### src/logic/smm_pkg.sv
package smm_pkg;
  // ******************************************
  // save-area slot and entry offsets from the base
  // ******************************************
  localparam logic [15:0] BASE_SLOT_OFS = 16'hfef8;
  localparam logic [15:0] IO_RESTART_OFS = 16'hff00;
  localparam logic [15:0] HALT_RESTART_OFS = 16'hff02;
  localparam logic [15:0] IO_TRAP_OFS = 16'hffa4;
  localparam logic [15:0] SAVE_TOP_OFS = 16'hffff;
  localparam logic [15:0] SAVE_BOTTOM_OFS = 16'hfe00;
  localparam logic [15:0] ENTRY_OFS = 16'h8000;
  // ******************************************
  // reset values and codes
  // ******************************************
  localparam logic [31:0] BASE_RESET = 32'h0003_0000;
  localparam int ALIGN_BITS = 15;
  localparam logic [15:0] RESTART_NEXT = 16'h0000;
  localparam logic [15:0] RESTART_REEXEC = 16'h00ff;
  localparam int TRAP_PORT_LSB = 16;
  localparam int TRAP_REP_BIT = 3;
  localparam int TRAP_STR_BIT = 2;
  localparam int TRAP_VALID_BIT = 1;
  localparam int TRAP_DIR_BIT = 0;
  localparam int HALT_FLAG_BIT = 0;
  // least edges the interrupt leads burst ready, plus the device's two sync stages
  localparam int TRAP_LEAD_EDGES = 3;
  localparam int SYNC_STAGES = 2;
  localparam logic [7:0] TRAP_HOLD = 8'(TRAP_LEAD_EDGES + SYNC_STAGES);
  // ******************************************
  // chipset register map
  // ******************************************
  localparam logic [3:0] CS_CTRL_ADR = 4'h0;
  localparam logic [3:0] CS_WAIT_ADR = 4'h4;
  localparam logic [3:0] CS_STAT_ADR = 4'h8;
  localparam int CS_ARM_BIT = 0;
  localparam int CS_RAISE_BIT = 1;
  localparam logic [7:0] CS_WAIT_RESET = 8'h02;

  typedef enum logic [2:0]
  {
    ST_RUN = 3'b000,
    ST_ENTRY = 3'b001,
    ST_SMM = 3'b011,
    ST_RESUME = 3'b010,
    ST_SHUTDOWN = 3'b110
  } smm_state_t;
endpackage

### src/logic/smm_link_if.sv
`timescale 1ns/100ps
interface smm_link_if;
  logic mgmt_interrupt_n;
  logic burst_ready_n;
  logic io_cycle;
  logic halt_cycle;
  logic smm_active;

  modport device
  (
    input mgmt_interrupt_n,
    input burst_ready_n,
    output io_cycle,
    output halt_cycle,
    output smm_active
  );
  modport chipset
  (
    output mgmt_interrupt_n,
    output burst_ready_n,
    input io_cycle,
    input halt_cycle,
    input smm_active
  );
endinterface

### src/logic/smm_slot_device.sv
`timescale 1ns/100ps
// Behaviour
// - reset loads base 0003_0000h
// - resume takes base from slot FEF8h
// - unaligned base at resume means shutdown
// - later entries use relocated base
// - entry writes halted flag to FF02h
// - resume halt flag selects halt or next
// - halt resume drives halt cycle; reexecute still follows restart slot 00FFh
// - trap dword holds port, rep, string, valid, dir
// - valid set only for trapped I/O
// - interrupt three edges before ready traps
// - restart 0000h continues, 00FFh reexecutes
// - entry clears restart slot
// - software checks valid before writing restart
// - second interrupt served before reexecution
// - second entry valid clear, no rewrite
// - I/O trap beats debug trap, deferred
// - device keeps debug control/status registers
// - reexecute first, then pending debug trap
// - I/O trap gives interrupt priority over debug
// - NMI only after interrupt return in mode
// - exit restores prior NMI masking
// - save area spans base+FE00h to base+FFFFh
// - entry point is base plus 8000h
module smm_slot_device
(
  input wire logic I_REF_CLK,
  input wire logic I_RST_B,
  smm_link_if.device link,
  input wire logic I_IO_INSTR,
  input wire logic [15:0] I_IO_PORT,
  input wire logic I_IO_IN,
  input wire logic I_IO_STRING,
  input wire logic I_IO_REP,
  input wire logic I_IO_DONE,
  input wire logic I_HALTED,
  input wire logic I_DEBUG_TRAP,
  input wire logic I_RESUME,
  input wire logic I_INTERRUPT_RETURN_INSTRUCTION_DONE,
  input wire logic I_NMI,
  input wire logic I_NMI_MASK,
  input wire logic [31:0] I_DBG_CTRL,
  input wire logic [31:0] I_DBG_STAT,
  input wire logic I_SLOT_WE,
  input wire logic [15:0] I_SLOT_ADDR,
  input wire logic [31:0] I_SLOT_WDATA,
  output logic [31:0] O_SLOT_RDATA,
  output logic O_SMM_ACTIVE,
  output logic O_SHUTDOWN,
  output logic [31:0] O_ENTRY_PC,
  output logic [31:0] O_SAVE_TOP,
  output logic [31:0] O_SAVE_BOTTOM,
  output logic O_HALT_RETURN,
  output logic O_REEXEC,
  output logic O_DEBUG_TAKE,
  output logic O_NMI_TAKE,
  output logic O_NMI_MASK,
  output logic [31:0] O_DBG_CTRL,
  output logic [31:0] O_DBG_STAT
);
  // ******************************************
  // pin synchronisers
  // ******************************************
  logic smi_meta, smi_sync, smi_prev;
  logic rdy_meta, rdy_sync;

  always_ff @(posedge I_REF_CLK or negedge I_RST_B)
  begin
    if (!I_RST_B)
    begin
      smi_meta <= 1'b1;
      smi_sync <= 1'b1;
      smi_prev <= 1'b1;
      rdy_meta <= 1'b1;
      rdy_sync <= 1'b1;
    end
    else
    begin
      smi_meta <= link.mgmt_interrupt_n;
      smi_sync <= smi_meta;
      smi_prev <= smi_sync;
      rdy_meta <= link.burst_ready_n;
      rdy_sync <= rdy_meta;
    end
  end

  function automatic logic [31:0] at_base(input logic [31:0] base, input logic [15:0] ofs);
    at_base = base + {16'h0000, ofs};
  endfunction

  // ******************************************
  // control state
  // ******************************************
  smm_pkg::smm_state_t state, next_state;
  logic [31:0] base, next_base;
  logic [31:0] base_slot, next_base_slot;
  logic [15:0] restart_slot, next_restart_slot;
  logic halt_slot, next_halt_slot;
  logic [31:0] trap_dword, next_trap_dword;
  logic smi_pend, next_smi_pend;
  logic io_trap, next_io_trap;
  logic dbg_pend, next_dbg_pend;
  logic reexec_pend, next_reexec_pend;
  logic nmi_open, next_nmi_open;
  logic nmi_saved, next_nmi_saved;
  logic io_cycle, next_io_cycle;
  logic halt_cycle, next_halt_cycle;
  logic [31:0] rdata, next_rdata;
  logic halt_ret, next_halt_ret;
  logic reexec, next_reexec;
  logic dbg_take, next_dbg_take;
  logic nmi_take, next_nmi_take;
  logic nmi_mask, next_nmi_mask;
  logic [31:0] dr_ctrl, next_dr_ctrl;
  logic [31:0] dr_stat, next_dr_stat;
  logic smi_fall;
  logic dbg_hold;

  assign smi_fall = smi_prev & ~smi_sync;
  // a debug trap waits while an I/O trap is on its way or a reexecution pends
  assign dbg_hold = io_trap | reexec_pend | (io_cycle & smi_pend);

  always_comb
  begin
    next_state = state;
    next_base = base;
    next_base_slot = base_slot;
    next_restart_slot = restart_slot;
    next_halt_slot = halt_slot;
    next_trap_dword = trap_dword;
    next_smi_pend = smi_pend | smi_fall;
    next_io_trap = io_trap;
    next_dbg_pend = dbg_pend;
    next_reexec_pend = reexec_pend;
    next_nmi_open = nmi_open;
    next_nmi_saved = nmi_saved;
    next_io_cycle = 1'b0;
    next_halt_cycle = 1'b0;
    next_rdata = 32'h0000_0000;
    next_halt_ret = 1'b0;
    next_reexec = 1'b0;
    next_dbg_take = 1'b0;
    next_nmi_take = 1'b0;
    next_nmi_mask = nmi_mask;
    next_dr_ctrl = dr_ctrl;
    next_dr_stat = dr_stat;
    case (state)
      smm_pkg::ST_RUN:
      begin
        next_io_cycle = I_IO_INSTR & ~io_trap;
        // interrupt seen when the I/O cycle ends marks a trap
        if (io_cycle && !rdy_sync && (smi_pend || smi_fall))
        begin
          next_io_trap = 1'b1;
          next_io_cycle = 1'b0;
        end
        if (I_DEBUG_TRAP && dbg_hold)
          next_dbg_pend = 1'b1;
        else if (I_DEBUG_TRAP || (dbg_pend && !dbg_hold))
        begin
          next_dbg_take = 1'b1;
          next_dbg_pend = 1'b0;
        end
        // an interrupt inside an open I/O cycle waits for ready and traps
        else if ((smi_pend && !io_cycle) || io_trap)
          next_state = smm_pkg::ST_ENTRY;
        else if (reexec_pend)
        begin
          next_reexec = 1'b1;
          if (I_IO_DONE)
            next_reexec_pend = 1'b0;
        end
        next_nmi_take = I_NMI & ~I_NMI_MASK;
        next_nmi_mask = I_NMI_MASK;
        if (io_trap && !I_DEBUG_TRAP)
          next_state = smm_pkg::ST_ENTRY;
      end
      smm_pkg::ST_ENTRY:
      begin
        next_smi_pend = smi_fall;
        next_restart_slot = smm_pkg::RESTART_NEXT;
        next_halt_slot = I_HALTED;
        next_base_slot = base;
        next_trap_dword = 32'h0000_0000;
        if (io_trap && !reexec_pend)
        begin
          next_trap_dword[31:smm_pkg::TRAP_PORT_LSB] = I_IO_PORT;
          next_trap_dword[smm_pkg::TRAP_REP_BIT] = I_IO_REP;
          next_trap_dword[smm_pkg::TRAP_STR_BIT] = I_IO_STRING;
          next_trap_dword[smm_pkg::TRAP_VALID_BIT] = 1'b1;
          next_trap_dword[smm_pkg::TRAP_DIR_BIT] = I_IO_IN;
        end
        next_io_trap = 1'b0;
        next_nmi_saved = I_NMI_MASK;
        next_nmi_open = 1'b0;
        next_nmi_mask = 1'b1;
        next_dr_ctrl = I_DBG_CTRL;
        next_dr_stat = I_DBG_STAT;
        next_state = smm_pkg::ST_SMM;
      end
      smm_pkg::ST_SMM:
      begin
        if (I_SLOT_WE)
        begin
          if (I_SLOT_ADDR == smm_pkg::BASE_SLOT_OFS)
            next_base_slot = I_SLOT_WDATA;
          if (I_SLOT_ADDR == smm_pkg::IO_RESTART_OFS)
            next_restart_slot = I_SLOT_WDATA[15:0];
          if (I_SLOT_ADDR == smm_pkg::HALT_RESTART_OFS)
            next_halt_slot = I_SLOT_WDATA[smm_pkg::HALT_FLAG_BIT];
        end
        case (I_SLOT_ADDR)
          smm_pkg::BASE_SLOT_OFS: next_rdata = base_slot;
          smm_pkg::IO_RESTART_OFS: next_rdata = {16'h0000, restart_slot};
          smm_pkg::HALT_RESTART_OFS: next_rdata = {31'h0000_0000, halt_slot};
          smm_pkg::IO_TRAP_OFS: next_rdata = trap_dword;
          default: next_rdata = 32'h0000_0000;
        endcase
        if (I_INTERRUPT_RETURN_INSTRUCTION_DONE)
          next_nmi_open = 1'b1;
        if (nmi_open)
        begin
          next_nmi_mask = 1'b0;
          next_nmi_take = I_NMI;
        end
        if (I_RESUME)
          next_state = smm_pkg::ST_RESUME;
      end
      smm_pkg::ST_RESUME:
      begin
        if (base_slot[smm_pkg::ALIGN_BITS-1:0] != '0)
          next_state = smm_pkg::ST_SHUTDOWN;
        else
        begin
          next_base = base_slot;
          next_state = smm_pkg::ST_RUN;
          next_nmi_mask = nmi_saved;
          next_halt_cycle = halt_slot;
          next_halt_ret = halt_slot;
          if (restart_slot == smm_pkg::RESTART_REEXEC)
            next_reexec_pend = 1'b1;
        end
      end
      smm_pkg::ST_SHUTDOWN:
      begin
        next_smi_pend = 1'b0;
      end
      default:
      begin
        next_state = smm_pkg::ST_RUN;
      end
    endcase
  end

  always_ff @(posedge I_REF_CLK or negedge I_RST_B)
  begin
    if (!I_RST_B)
    begin
      state <= smm_pkg::ST_RUN;
      base <= smm_pkg::BASE_RESET;
      base_slot <= smm_pkg::BASE_RESET;
      restart_slot <= smm_pkg::RESTART_NEXT;
      halt_slot <= 1'b0;
      trap_dword <= 32'h0000_0000;
      smi_pend <= 1'b0;
      io_trap <= 1'b0;
      dbg_pend <= 1'b0;
      reexec_pend <= 1'b0;
      nmi_open <= 1'b0;
      nmi_saved <= 1'b0;
      io_cycle <= 1'b0;
      halt_cycle <= 1'b0;
      rdata <= 32'h0000_0000;
      halt_ret <= 1'b0;
      reexec <= 1'b0;
      dbg_take <= 1'b0;
      nmi_take <= 1'b0;
      nmi_mask <= 1'b0;
      dr_ctrl <= 32'h0000_0000;
      dr_stat <= 32'h0000_0000;
    end
    else
    begin
      state <= next_state;
      base <= next_base;
      base_slot <= next_base_slot;
      restart_slot <= next_restart_slot;
      halt_slot <= next_halt_slot;
      trap_dword <= next_trap_dword;
      smi_pend <= next_smi_pend;
      io_trap <= next_io_trap;
      dbg_pend <= next_dbg_pend;
      reexec_pend <= next_reexec_pend;
      nmi_open <= next_nmi_open;
      nmi_saved <= next_nmi_saved;
      io_cycle <= next_io_cycle;
      halt_cycle <= next_halt_cycle;
      rdata <= next_rdata;
      halt_ret <= next_halt_ret;
      reexec <= next_reexec;
      dbg_take <= next_dbg_take;
      nmi_take <= next_nmi_take;
      nmi_mask <= next_nmi_mask;
      dr_ctrl <= next_dr_ctrl;
      dr_stat <= next_dr_stat;
    end
  end

  // ******************************************
  // address outputs from the active base
  // ******************************************
  logic [31:0] entry_pc, save_top, save_bottom;
  logic smm_act, shut;

  always_ff @(posedge I_REF_CLK or negedge I_RST_B)
  begin
    if (!I_RST_B)
    begin
      entry_pc <= 32'h0000_0000;
      save_top <= 32'h0000_0000;
      save_bottom <= 32'h0000_0000;
      smm_act <= 1'b0;
      shut <= 1'b0;
    end
    else
    begin
      smm_act <= (next_state == smm_pkg::ST_SMM);
      shut <= (next_state == smm_pkg::ST_SHUTDOWN);
      entry_pc <= at_base(base, smm_pkg::ENTRY_OFS);
      save_top <= at_base(base, smm_pkg::SAVE_TOP_OFS);
      save_bottom <= at_base(base, smm_pkg::SAVE_BOTTOM_OFS);
    end
  end

  assign link.io_cycle = io_cycle;
  assign link.halt_cycle = halt_cycle;
  assign link.smm_active = smm_act;
  assign O_SLOT_RDATA = rdata;
  assign O_SMM_ACTIVE = smm_act;
  assign O_SHUTDOWN = shut;
  assign O_ENTRY_PC = entry_pc;
  assign O_SAVE_TOP = save_top;
  assign O_SAVE_BOTTOM = save_bottom;
  assign O_HALT_RETURN = halt_ret;
  assign O_REEXEC = reexec;
  assign O_DEBUG_TAKE = dbg_take;
  assign O_NMI_TAKE = nmi_take;
  assign O_NMI_MASK = nmi_mask;
  assign O_DBG_CTRL = dr_ctrl;
  assign O_DBG_STAT = dr_stat;
endmodule

### src/flat_wrapper.sv
// flat-port wrapper written by rule: the top's interface ports become plain ports
module smm_slot_device_flat 
  (I_REF_CLK, I_RST_B, I_IO_INSTR, I_IO_PORT, I_IO_IN, I_IO_STRING, I_IO_REP, I_IO_DONE, I_HALTED, I_DEBUG_TRAP, I_RESUME, I_INTERRUPT_RETURN_INSTRUCTION_DONE, I_NMI, I_NMI_MASK, I_DBG_CTRL, I_DBG_STAT, I_SLOT_WE, I_SLOT_ADDR, I_SLOT_WDATA, O_SLOT_RDATA, O_SMM_ACTIVE, O_SHUTDOWN, O_ENTRY_PC, O_SAVE_TOP, O_SAVE_BOTTOM, O_HALT_RETURN, O_REEXEC, O_DEBUG_TAKE, O_NMI_TAKE, O_NMI_MASK, O_DBG_CTRL, O_DBG_STAT, link_mgmt_interrupt_n, link_burst_ready_n, link_io_cycle, link_halt_cycle, link_smm_active);
  smm_link_if link_i ();
  input wire logic I_REF_CLK;
  input wire logic I_RST_B;
  input wire logic I_IO_INSTR;
  input wire logic [15:0] I_IO_PORT;
  input wire logic I_IO_IN;
  input wire logic I_IO_STRING;
  input wire logic I_IO_REP;
  input wire logic I_IO_DONE;
  input wire logic I_HALTED;
  input wire logic I_DEBUG_TRAP;
  input wire logic I_RESUME;
  input wire logic I_INTERRUPT_RETURN_INSTRUCTION_DONE;
  input wire logic I_NMI;
  input wire logic I_NMI_MASK;
  input wire logic [31:0] I_DBG_CTRL;
  input wire logic [31:0] I_DBG_STAT;
  input wire logic I_SLOT_WE;
  input wire logic [15:0] I_SLOT_ADDR;
  input wire logic [31:0] I_SLOT_WDATA;
  output logic [31:0] O_SLOT_RDATA;
  output logic O_SMM_ACTIVE;
  output logic O_SHUTDOWN;
  output logic [31:0] O_ENTRY_PC;
  output logic [31:0] O_SAVE_TOP;
  output logic [31:0] O_SAVE_BOTTOM;
  output logic O_HALT_RETURN;
  output logic O_REEXEC;
  output logic O_DEBUG_TAKE;
  output logic O_NMI_TAKE;
  output logic O_NMI_MASK;
  output logic [31:0] O_DBG_CTRL;
  output logic [31:0] O_DBG_STAT;
  input wire logic [$bits(link_i.mgmt_interrupt_n)-1:0] link_mgmt_interrupt_n;
  input wire logic [$bits(link_i.burst_ready_n)-1:0] link_burst_ready_n;
  output wire logic [$bits(link_i.io_cycle)-1:0] link_io_cycle;
  output wire logic [$bits(link_i.halt_cycle)-1:0] link_halt_cycle;
  output wire logic [$bits(link_i.smm_active)-1:0] link_smm_active;
  assign link_i.mgmt_interrupt_n = link_mgmt_interrupt_n;
  assign link_i.burst_ready_n = link_burst_ready_n;
  assign link_io_cycle = link_i.io_cycle;
  assign link_halt_cycle = link_i.halt_cycle;
  assign link_smm_active = link_i.smm_active;
  smm_slot_device u_core (.I_REF_CLK(I_REF_CLK), .I_RST_B(I_RST_B), .link(link_i), .I_IO_INSTR(I_IO_INSTR), .I_IO_PORT(I_IO_PORT), .I_IO_IN(I_IO_IN), .I_IO_STRING(I_IO_STRING), .I_IO_REP(I_IO_REP), .I_IO_DONE(I_IO_DONE), .I_HALTED(I_HALTED), .I_DEBUG_TRAP(I_DEBUG_TRAP), .I_RESUME(I_RESUME), .I_INTERRUPT_RETURN_INSTRUCTION_DONE(I_INTERRUPT_RETURN_INSTRUCTION_DONE), .I_NMI(I_NMI), .I_NMI_MASK(I_NMI_MASK), .I_DBG_CTRL(I_DBG_CTRL), .I_DBG_STAT(I_DBG_STAT), .I_SLOT_WE(I_SLOT_WE), .I_SLOT_ADDR(I_SLOT_ADDR), .I_SLOT_WDATA(I_SLOT_WDATA), .O_SLOT_RDATA(O_SLOT_RDATA), .O_SMM_ACTIVE(O_SMM_ACTIVE), .O_SHUTDOWN(O_SHUTDOWN), .O_ENTRY_PC(O_ENTRY_PC), .O_SAVE_TOP(O_SAVE_TOP), .O_SAVE_BOTTOM(O_SAVE_BOTTOM), .O_HALT_RETURN(O_HALT_RETURN), .O_REEXEC(O_REEXEC), .O_DEBUG_TAKE(O_DEBUG_TAKE), .O_NMI_TAKE(O_NMI_TAKE), .O_NMI_MASK(O_NMI_MASK), .O_DBG_CTRL(O_DBG_CTRL), .O_DBG_STAT(O_DBG_STAT));
endmodule
### config.mk
export PLATFORM = sky130hd
export DESIGN_NAME = smm_slot_device_flat
export DESIGN_NICKNAME = d
export VERILOG_FILES = /design/src/logic/smm_pkg.sv /design/src/logic/smm_link_if.sv /design/src/logic/smm_slot_device.sv /design/src/flat_wrapper.sv
export SDC_FILE = /design/constraint.sdc
export NUM_CORES = 1
export LEC_CHECK = 0
export ABC_AREA = 1
export BUFFER_PORTS_ARGS = -buffer_cell sky130_fd_sc_hd__buf_4
export CAP_MARGIN = 10
export CELL_PAD_IN_SITES_DETAIL_PLACEMENT = 1
export CELL_PAD_IN_SITES_GLOBAL_PLACEMENT = 2
export CORE_MARGIN = 1
export CORE_UTILIZATION = 34
export CTS_CLUSTER_DIAMETER = 200
export DETAILED_ROUTE_END_ITERATION = 6
export PLACE_DENSITY_LB_ADDON = 0.3
export SYNTH_ARGS = -nofsm -noshare
export SYNTH_HDL_FRONTEND = slang
export SYNTH_SLANG_ARGS = --single-unit
### constraint.sdc
create_clock -name I_REF_CLK -period 2.85 [get_ports I_REF_CLK]
set_input_delay 0.1425 -clock I_REF_CLK [delete_from_list [all_inputs] [get_ports I_REF_CLK]]
set_output_delay 0.1425 -clock I_REF_CLK [all_outputs]
set_load 0.05 [all_outputs]
==> metrics.md, run 1 <==
| Metric | Value |
|---|---|
| Status | `finished, final reports clean` |
| CP Data Required Time | `3330 ps` |
| Num ports | `346` |
| Total grt overflow | `0` |
| Reg2reg path depth | `10` |
| Multiplexer area fraction after synthesis | `0%` |
| Htree depth | `2` |
| Distinct cells, synth | `37` |
| Clock root buffer | `clkbuf_16` |
| Synthesized netlist cell count | `1512` |
| Final Core Density | `48.8%` |
| Post-Place Cells | `2315` |
| Critical Path Start | `u_core.base[0]` |
| DP Wirelength | `32700 microns` |
| Worst-skew pair later-pin latency | `550 ps` |
| Synth area leader | `dfrtp_1` |
| Worst Slack Setup Final | `687 ps` |
| Core area | `0.0387 sq mm` |
| Most instantiated library cell after synthesis | `nand2_1` |
| Net Sw Frac | `43.8%` |
| Power Total | `19.5 mW` |
| WL final | `46200 microns` |
| Sequential share of the synthesized area | `57.2%` |
| Static Leak | `9.83 nW` |
| Final cycle utilization of the critical path | `75.9%` |
| Area delta synth->final | `40.9%` |
| Ant diodes | `0` |
| CP endpoint kind | `flop` |
| Via density | `4.70` |
| CTS tree | `built` |
| Hold WC Path Type | `input pin to flop` |
| Worst-Margin Slew | `995 ps` |
| Clock transition at path regs | `60 ps` |
| Largest cells by area after synthesis | `dfrtp_1, nand2_1, nand3_1` |
| Final worst path period need | `2160 ps` |
| WL/cell | `18.4 microns` |
| Startpoint types | `flop` |
| Post-layout instance count excluding filler cells | `2507` |
| Setup Fix Bufs, Post-CTS | `0` |
| Crit Path Category | `flop to flop` |
| F_max | `462 MHz` |
| Yosys warns | `0` |
| Placer Congestion | `0.861` |
| Worst r2r dst | `u_core.O_SAVE_TOP[18]` |
| Die H | `201 microns` |
| Relative slew slack | `33.7%` |
| RSZ-0062 raised after global routing | `no` |
| Max Cap Violations | `0` |
| Pre-antenna DRT Iters | `5` |
| Syn avg cell area | `8.86 sq um` |
| Main synth FF type | `dfrtp_1` |
| Total number of vias | `11800` |
| Reg-to-Reg Start | `u_core.base[0]` |
| # port buffers | `345` |
| Vias in the first global route | `13100` |
| Main combinational cell family by area after synthesis | `simple AND/OR/NAND/NOR gates` |
| Final ANT Viol Nets | `0` |
| Worst path arrival time | `2640 ps` |
| Total negative setup slack | `0 ps` |
| Synthesis-stage register bit count | `306` |
| Clk sink count | `306` |
| Post-Synth Adder-Cell Area | `0.373%` |
| PwrDens | `1030 mW/mm^2` |
| Reg power frac | `34.0%` |
| Leading cell types by count after synthesis | `nand2_1, dfrtp_1, nand3_1` |
| Nets@finish | `2111` |
| Share of layout cells above drive strength 1 | `25.6%` |
| XOR/XNOR Fraction of Synth Area | `3.27%` |
| Worst Skew | `17.8 ps` |
| FP Rows | `72` |
| Synth top area share | `55.5%` |
| Syn_nets | `1660` |
| First-pass GRT wire length | `74200 microns` |
| Gr usage total | `23.4%` |
| Simple-Gate Fraction of Synth Area | `26.0%` |
| Num CTS Buffers | `36` |
| Initial antenna violation count | `1` |
| R2R Setup Slk | `690 ps` |
| Logic pwr share | `40.8%` |
| Setup WS pre-CTS | `696 ps` |
| Net Switching | `8.52 mW` |
| Peak VDD IR | `0.598 mV` |
| Worst setup path end | `u_core.O_SAVE_TOP[18]` |
| Starting density of the core | `34.6%` |
| Die area | `0.0402 sq mm` |
| CP max FO | `5` |
| EDFF count, synth | `0` |
| Clk pwr share | `25.2%` |
| Chip width | `201 microns` |
| Initial DRC Count | `548` |
| Cell internal pwr | `10.9 mW` |
| Largest net degree at the start of global routing | `90` |
| Synthesized cell area | `0.0134 sq mm` |
| Compound-Gate Fraction of Synth Area | `5.68%` |
| Finish-stage setup viols | `0` |
| DRC errors left | `0` |
| Slew Limit Fails | `0` |
| Post-synth ARST share | `100%` |
| Max Buffers Root-to-Sink | `3` |
| Final hold vios | `0` |
[power groups by stage]
stage	Sequential, mW	Combinational [mW]	Clock, mW
finish	6.62	7.94	4.90
global route	6.78	8.56	5.18
CTS	6.60	7.97	5.02
detailed placement	6.65	7.79	0
global placement	6.61	7.65	0
floorplan	8.93	2.91	0
[cell type report]
cell class                 instances  area [sq um]
clock buffer                      53          1070
clock inverter                    11           190
fill                            4509         19800
inverter                         137           514
multi-input combinational        990          4740
sequential                       306          7670
tap                              518           648
timing repair buffer             492          4060
[logic make-up (layout without fill, tap and decap cells)]
kind of cell,Yosys count,in the layout
XOR/XNOR,50,50
buffers and inverters,216,693
flip-flops,306,306
adder cells (fa/ha/maj),4,4
AND/OR/NAND/NOR,816,816
AO/OA/AOI/OAI,120,120
[worst min path at each step]
stage / start / endpoint / slack [ps] / depth (start not counted)
2_1_floorplan: I_RST_B / u_core.O_DBG_CTRL[0] / -150 / 0
3_3_place_gp: I_RST_B / u_core.O_ENTRY_PC[1] / 200 / 1
3_5_place_dp: I_RST_B / u_core.O_ENTRY_PC[4] / 200 / 1
4_1_cts: I_SLOT_WE / u_core.halt_slot / 130 / 6
5_1_grt: I_SLOT_WE / u_core.halt_slot / 180 / 6
6_report: I_SLOT_WE / u_core.halt_slot / 150 / 6
[critical path: stages, from the launching register on]
cell and delay, ps:
dfrtp_1 410, inv_1 220, ha_1 230, nand3_1 180, nor2_2 210, nand2_1 170
nor2_1 240, nand2_1 200, nand2_1 100, nand2_1 50, nand2_1 80
[state kept, by name, indices dropped and copies added (netlist names), 16 cells and up]
signal,count
u_core.restart_slot,16
u_core.O_ENTRY_PC,32
u_core.trap_dword,20
u_core.base_slot,32
u_core.O_DBG_STAT,32
u_core.base,32
u_core.O_SAVE_TOP,32
u_core.O_SLOT_RDATA,32
u_core.O_SAVE_BOTTOM,23
u_core.O_DBG_CTRL,32
[per-layer routing]
metal / GRT usage [%] / part of all wire (%) / up-vias
li1: - / - / 5626
met1: 29.9 / 43 / 5785
met2: 39.6 / 49 / 323
met3: 5.75 / 6.4 / 50
met4: 5.89 / 1.6 / 2
met5: 0 / 0.022 / -
[placed cells by master (no fill, tap or decap), types with 7 or more instances in the layout]
| cell | instances |
|---|---|
| a21oi_2 | 27 |
| nand4_1 | 10 |
| clkbuf_1 | 8 |
| o21ai_1 | 11 |
| dfrtp_1 | 297 |
| dfstp_2 | 9 |
| inv_2 | 7 |
| a21oi_1 | 12 |
| o21ai_0 | 52 |
| nand2_1 | 510 |
| clkbuf_16 | 37 |
| nor2_1 | 74 |
| nand3_1 | 176 |
| inv_1 | 130 |
| nor2_2 | 12 |
| o21ai_2 | 14 |
| dlygate4sd3_1 | 128 |
| xor2_1 | 50 |
| nor3_1 | 8 |
| clkbuf_8 | 8 |
| buf_4 | 360 |
[what timing repair did]
action	CTS	global route
hold buffers	128	0
resized for setup	0	0
hold endpoints to repair	220	0
[through the flow]
step,hold slack (ps),cell area (sq um)
after detailed placement,203,16400
after global routing,177,18900
after global placement,195,16400
final,152,18900
after floorplan,-153,13400
after CTS,125,18900
No activity file was read; power rests on OpenSTA's default activity.
==> inputs of run 2 (changes only) <==
--- a/config.mk
+++ b/config.mk
@@ -11,7 +11,7 @@
 export CELL_PAD_IN_SITES_DETAIL_PLACEMENT = 1
 export CELL_PAD_IN_SITES_GLOBAL_PLACEMENT = 2
 export CORE_MARGIN = 1
-export CORE_UTILIZATION = 34
+export CORE_UTILIZATION = 31
 export CTS_CLUSTER_DIAMETER = 200
 export DETAILED_ROUTE_END_ITERATION = 6
 export PLACE_DENSITY_LB_ADDON = 0.3
==> constraint.sdc (replaced) <==
create_clock -name I_REF_CLK -period 2 [get_ports I_REF_CLK]
set_input_delay 0.1 -clock I_REF_CLK [delete_from_list [all_inputs] [get_ports I_REF_CLK]]
set_output_delay 0.1 -clock I_REF_CLK [all_outputs]
set_load 0.05 [all_outputs]
==> run 2 against run 1 <==
Against the previous run: clock power increased by 40%; sequential power increased by 42%; routed wire length rose by 4.8%; setup slack worse by 520 ps; critical path depth fell by 4; clock skew hardly changed.
==> metrics.md, run 2 (same netlist as run 1, synthesis figures left out) <==
| Metric | Value |
|---|---|
| Share of layout cells above drive strength 1 | `26.5% (+0.88 points)` |
| WL/cell | `18.7 microns (+1.5%)` |
| Setup Fix Bufs, Post-CTS | `0 (unchanged)` |
| Die H | `210 microns (+4.7%)` |
| R2R Setup Slk | `170 ps (-520 ps)` |
| Clock root buffer | `clkbuf_16` |
| DP Wirelength | `35000 microns (+7.0%)` |
| # port buffers | `345 (unchanged)` |
| Area delta synth->final | `43.0%` |
| Crit Path Category | `flop to flop` |
| WL final | `48400 microns (+4.8%)` |
| Worst-Margin Slew | `559 ps (-436 ps)` |
| Core area | `0.0423 sq mm (+9.3%)` |
| PwrDens | `1460 mW/mm^2 (+42%)` |
| Finish-stage setup viols | `0 (unchanged)` |
| F_max | `545 MHz (+18%)` |
| Design area | `0.0192 sq mm (+1.5%)` |
| Clock transition at path regs | `60 ps (about the same)` |
| Vias in the first global route | `13200 (+0.77%)` |
| CP Data Required Time | `2460 ps (-870 ps)` |
| Logic pwr share | `41.8% (+1.0 points)` |
| Gr usage total | `22.3% (-1.1 points)` |
| Via density | `4.63 (-1.5%)` |
| Hold WC Path Type | `input pin to async pin` |
| Worst r2r dst | `u_core.O_NMI_TAKE` |
| Final worst path period need | `1830 ps (-329 ps)` |
| DRC errors left | `0 (unchanged)` |
| Multi-input gate area | `0.00475 sq mm (+0.11%)` |
| Final Core Density | `45.3% (-3.5 points)` |
| Clk pwr share | `24.4% (-0.8 points)` |
| Num ports | `346 (unchanged)` |
| Net Sw Frac | `44.3% (+0.51 points)` |
| Htree depth | `2 (unchanged)` |
| Largest net degree at the start of global routing | `83 (-7.8%)` |
| Final hold vios | `0 (unchanged)` |
| Worst-skew pair later-pin latency | `550 ps (about the same)` |
| Net Switching | `12.4 mW (+45%)` |
| Total grt overflow | `0 (unchanged)` |
| Clk sink count | `306 (unchanged)` |
| Chip width | `210 microns (+4.7%)` |
| CTS tree | `built` |
| Peak VDD IR | `1.13 mV (+89%)` |
| Worst Skew | `17.4 ps (-0.405 ps)` |
| Pre-antenna DRT Iters | `5 (unchanged)` |
| Die area | `0.0441 sq mm (+9.6%)` |
| First-pass GRT wire length | `75700 microns (+2.1%)` |
| Total negative setup slack | `0 ps (unchanged)` |
| WHS | `44.3 ps (-107 ps)` |
| Slew Limit Fails | `0 (unchanged)` |
| Critical Path Start | `u_core.state[1]` |
| Cell internal pwr | `15.6 mW (+42%)` |
| Total number of vias | `12000 (+1.7%)` |
| CP max FO | `7 (+2)` |
| Setup WS pre-CTS | `140 ps (-556 ps)` |
| Initial antenna violation count | `3 (+2)` |
| Max Cap Violations | `0 (unchanged)` |
| Layout fillers | `4913 (+9.0%)` |
| Final cycle utilization of the critical path | `91.7% (+16 points)` |
| FP Rows | `75 (+4.2%)` |
| Relative slew slack | `62.7% (+29 points)` |
| Initial DRC Count | `428 (-22%)` |
| Commonest non-fill, non-tap cells in the layout | `nand2_1, buf_4, dfrtp_1` |
| Starting density of the core | `31.7% (-2.9 points)` |
| Reg-to-Reg Start | `u_core.state[1]` |
| Worst Slack Setup Final | `166 ps (-521 ps)` |
| Status | `finished, final reports clean` |
| Final ANT Viol Nets | `0 (unchanged)` |
| Max Buffers Root-to-Sink | `3 (unchanged)` |
| CP endpoint kind | `flop` |
| Startpoint types | `flop` |
| Reg2reg path depth | `6 (-4)` |
| FF/Latch Area | `0.00767 sq mm (unchanged)` |
| RSZ-0062 raised after global routing | `yes` |
| Most common cell after layout, fill and taps aside | `nand2_1` |
| Nets@finish | `2131 (+0.95%)` |
| Static Leak | `9.93 nW (+1.0%)` |
| Num CTS Buffers | `37 (+2.8%)` |
| Post-DP Area | `0.0167 sq mm (+2.0%)` |
| Worst path arrival time | `2300 ps (-340 ps)` |
| Placer Congestion | `0.891 (+3.4%)` |
| Reg power frac | `33.7% (-0.3 points)` |
run 2: worst max-delay path: stages (launching register included):
cell	delay, ps
dfrtp_1	480
nor2_1	250
nand2_1	150
o21ai_0	200
nand2_1	60
dlygate4sd3_1	550
nor2_1	80
run 2: area by class of cell:
type,count,share of cell area (%)
Sequential cell,306,40.0
Multi-Input combinational cell,990,24.8
Timing Repair Buffer,511,22.4
Clock buffer,50,5.29
Tap cell,577,3.77
Inverter,137,2.68
Clock inverter,16,1.03
Antenna cell,2,0.0261
run 2: stage by stage:
| stage | power (mW) | cells |
|---|---|---|
| 5_1_grt | 29.5 | 2588 |
| 6_report | 28.0 | 2589 |
| 4_1_cts | 28.2 | 2587 |
| 3_3_place_gp | 20.8 | 2394 |
| 3_5_place_dp | 21.0 | 2394 |
| 2_1_floorplan | 16.9 | 1512 |
run 2: how the worst max path moves through the flow:
stage	slack, ps	cells after the start	endpoint
2_1_floorplan	400	10	u_core.O_SAVE_TOP[25]
3_3_place_gp	180	9	u_core.base[15]
3_5_place_dp	140	9	u_core.base[15]
4_1_cts	120	8	u_core.O_SAVE_TOP[20]
5_1_grt	-10	9	u_core.O_SAVE_TOP[26]
6_report	170	6	u_core.O_NMI_TAKE
run 2: timing repair:
item,in CTS,in global routing
setup endpoints to repair,0,6
hold endpoints to repair,437,0
hold buffers,127,0
resized for setup,0,2
run 2: metal layers:
metal	GRT usage (%)	up-vias	wire length [microns]
li1	-	5670	-
met1	28.0	5893	20800
met2	36.6	342	22600
met3	6.42	75	3570
met4	7.88	4	1410
met5	0	-	23
run 2: power groups by stage:
stage | clock network, mW | registers [mW] | logic, mW
after CTS | 7.04 | 9.41 | 11.7
after global routing | 7.27 | 9.64 | 12.6
after detailed placement | 0 | 9.47 | 11.5
final | 6.84 | 9.43 | 11.7
after global placement | 0 | 9.43 | 11.4
after floorplan | 0 | 12.7 | 4.14
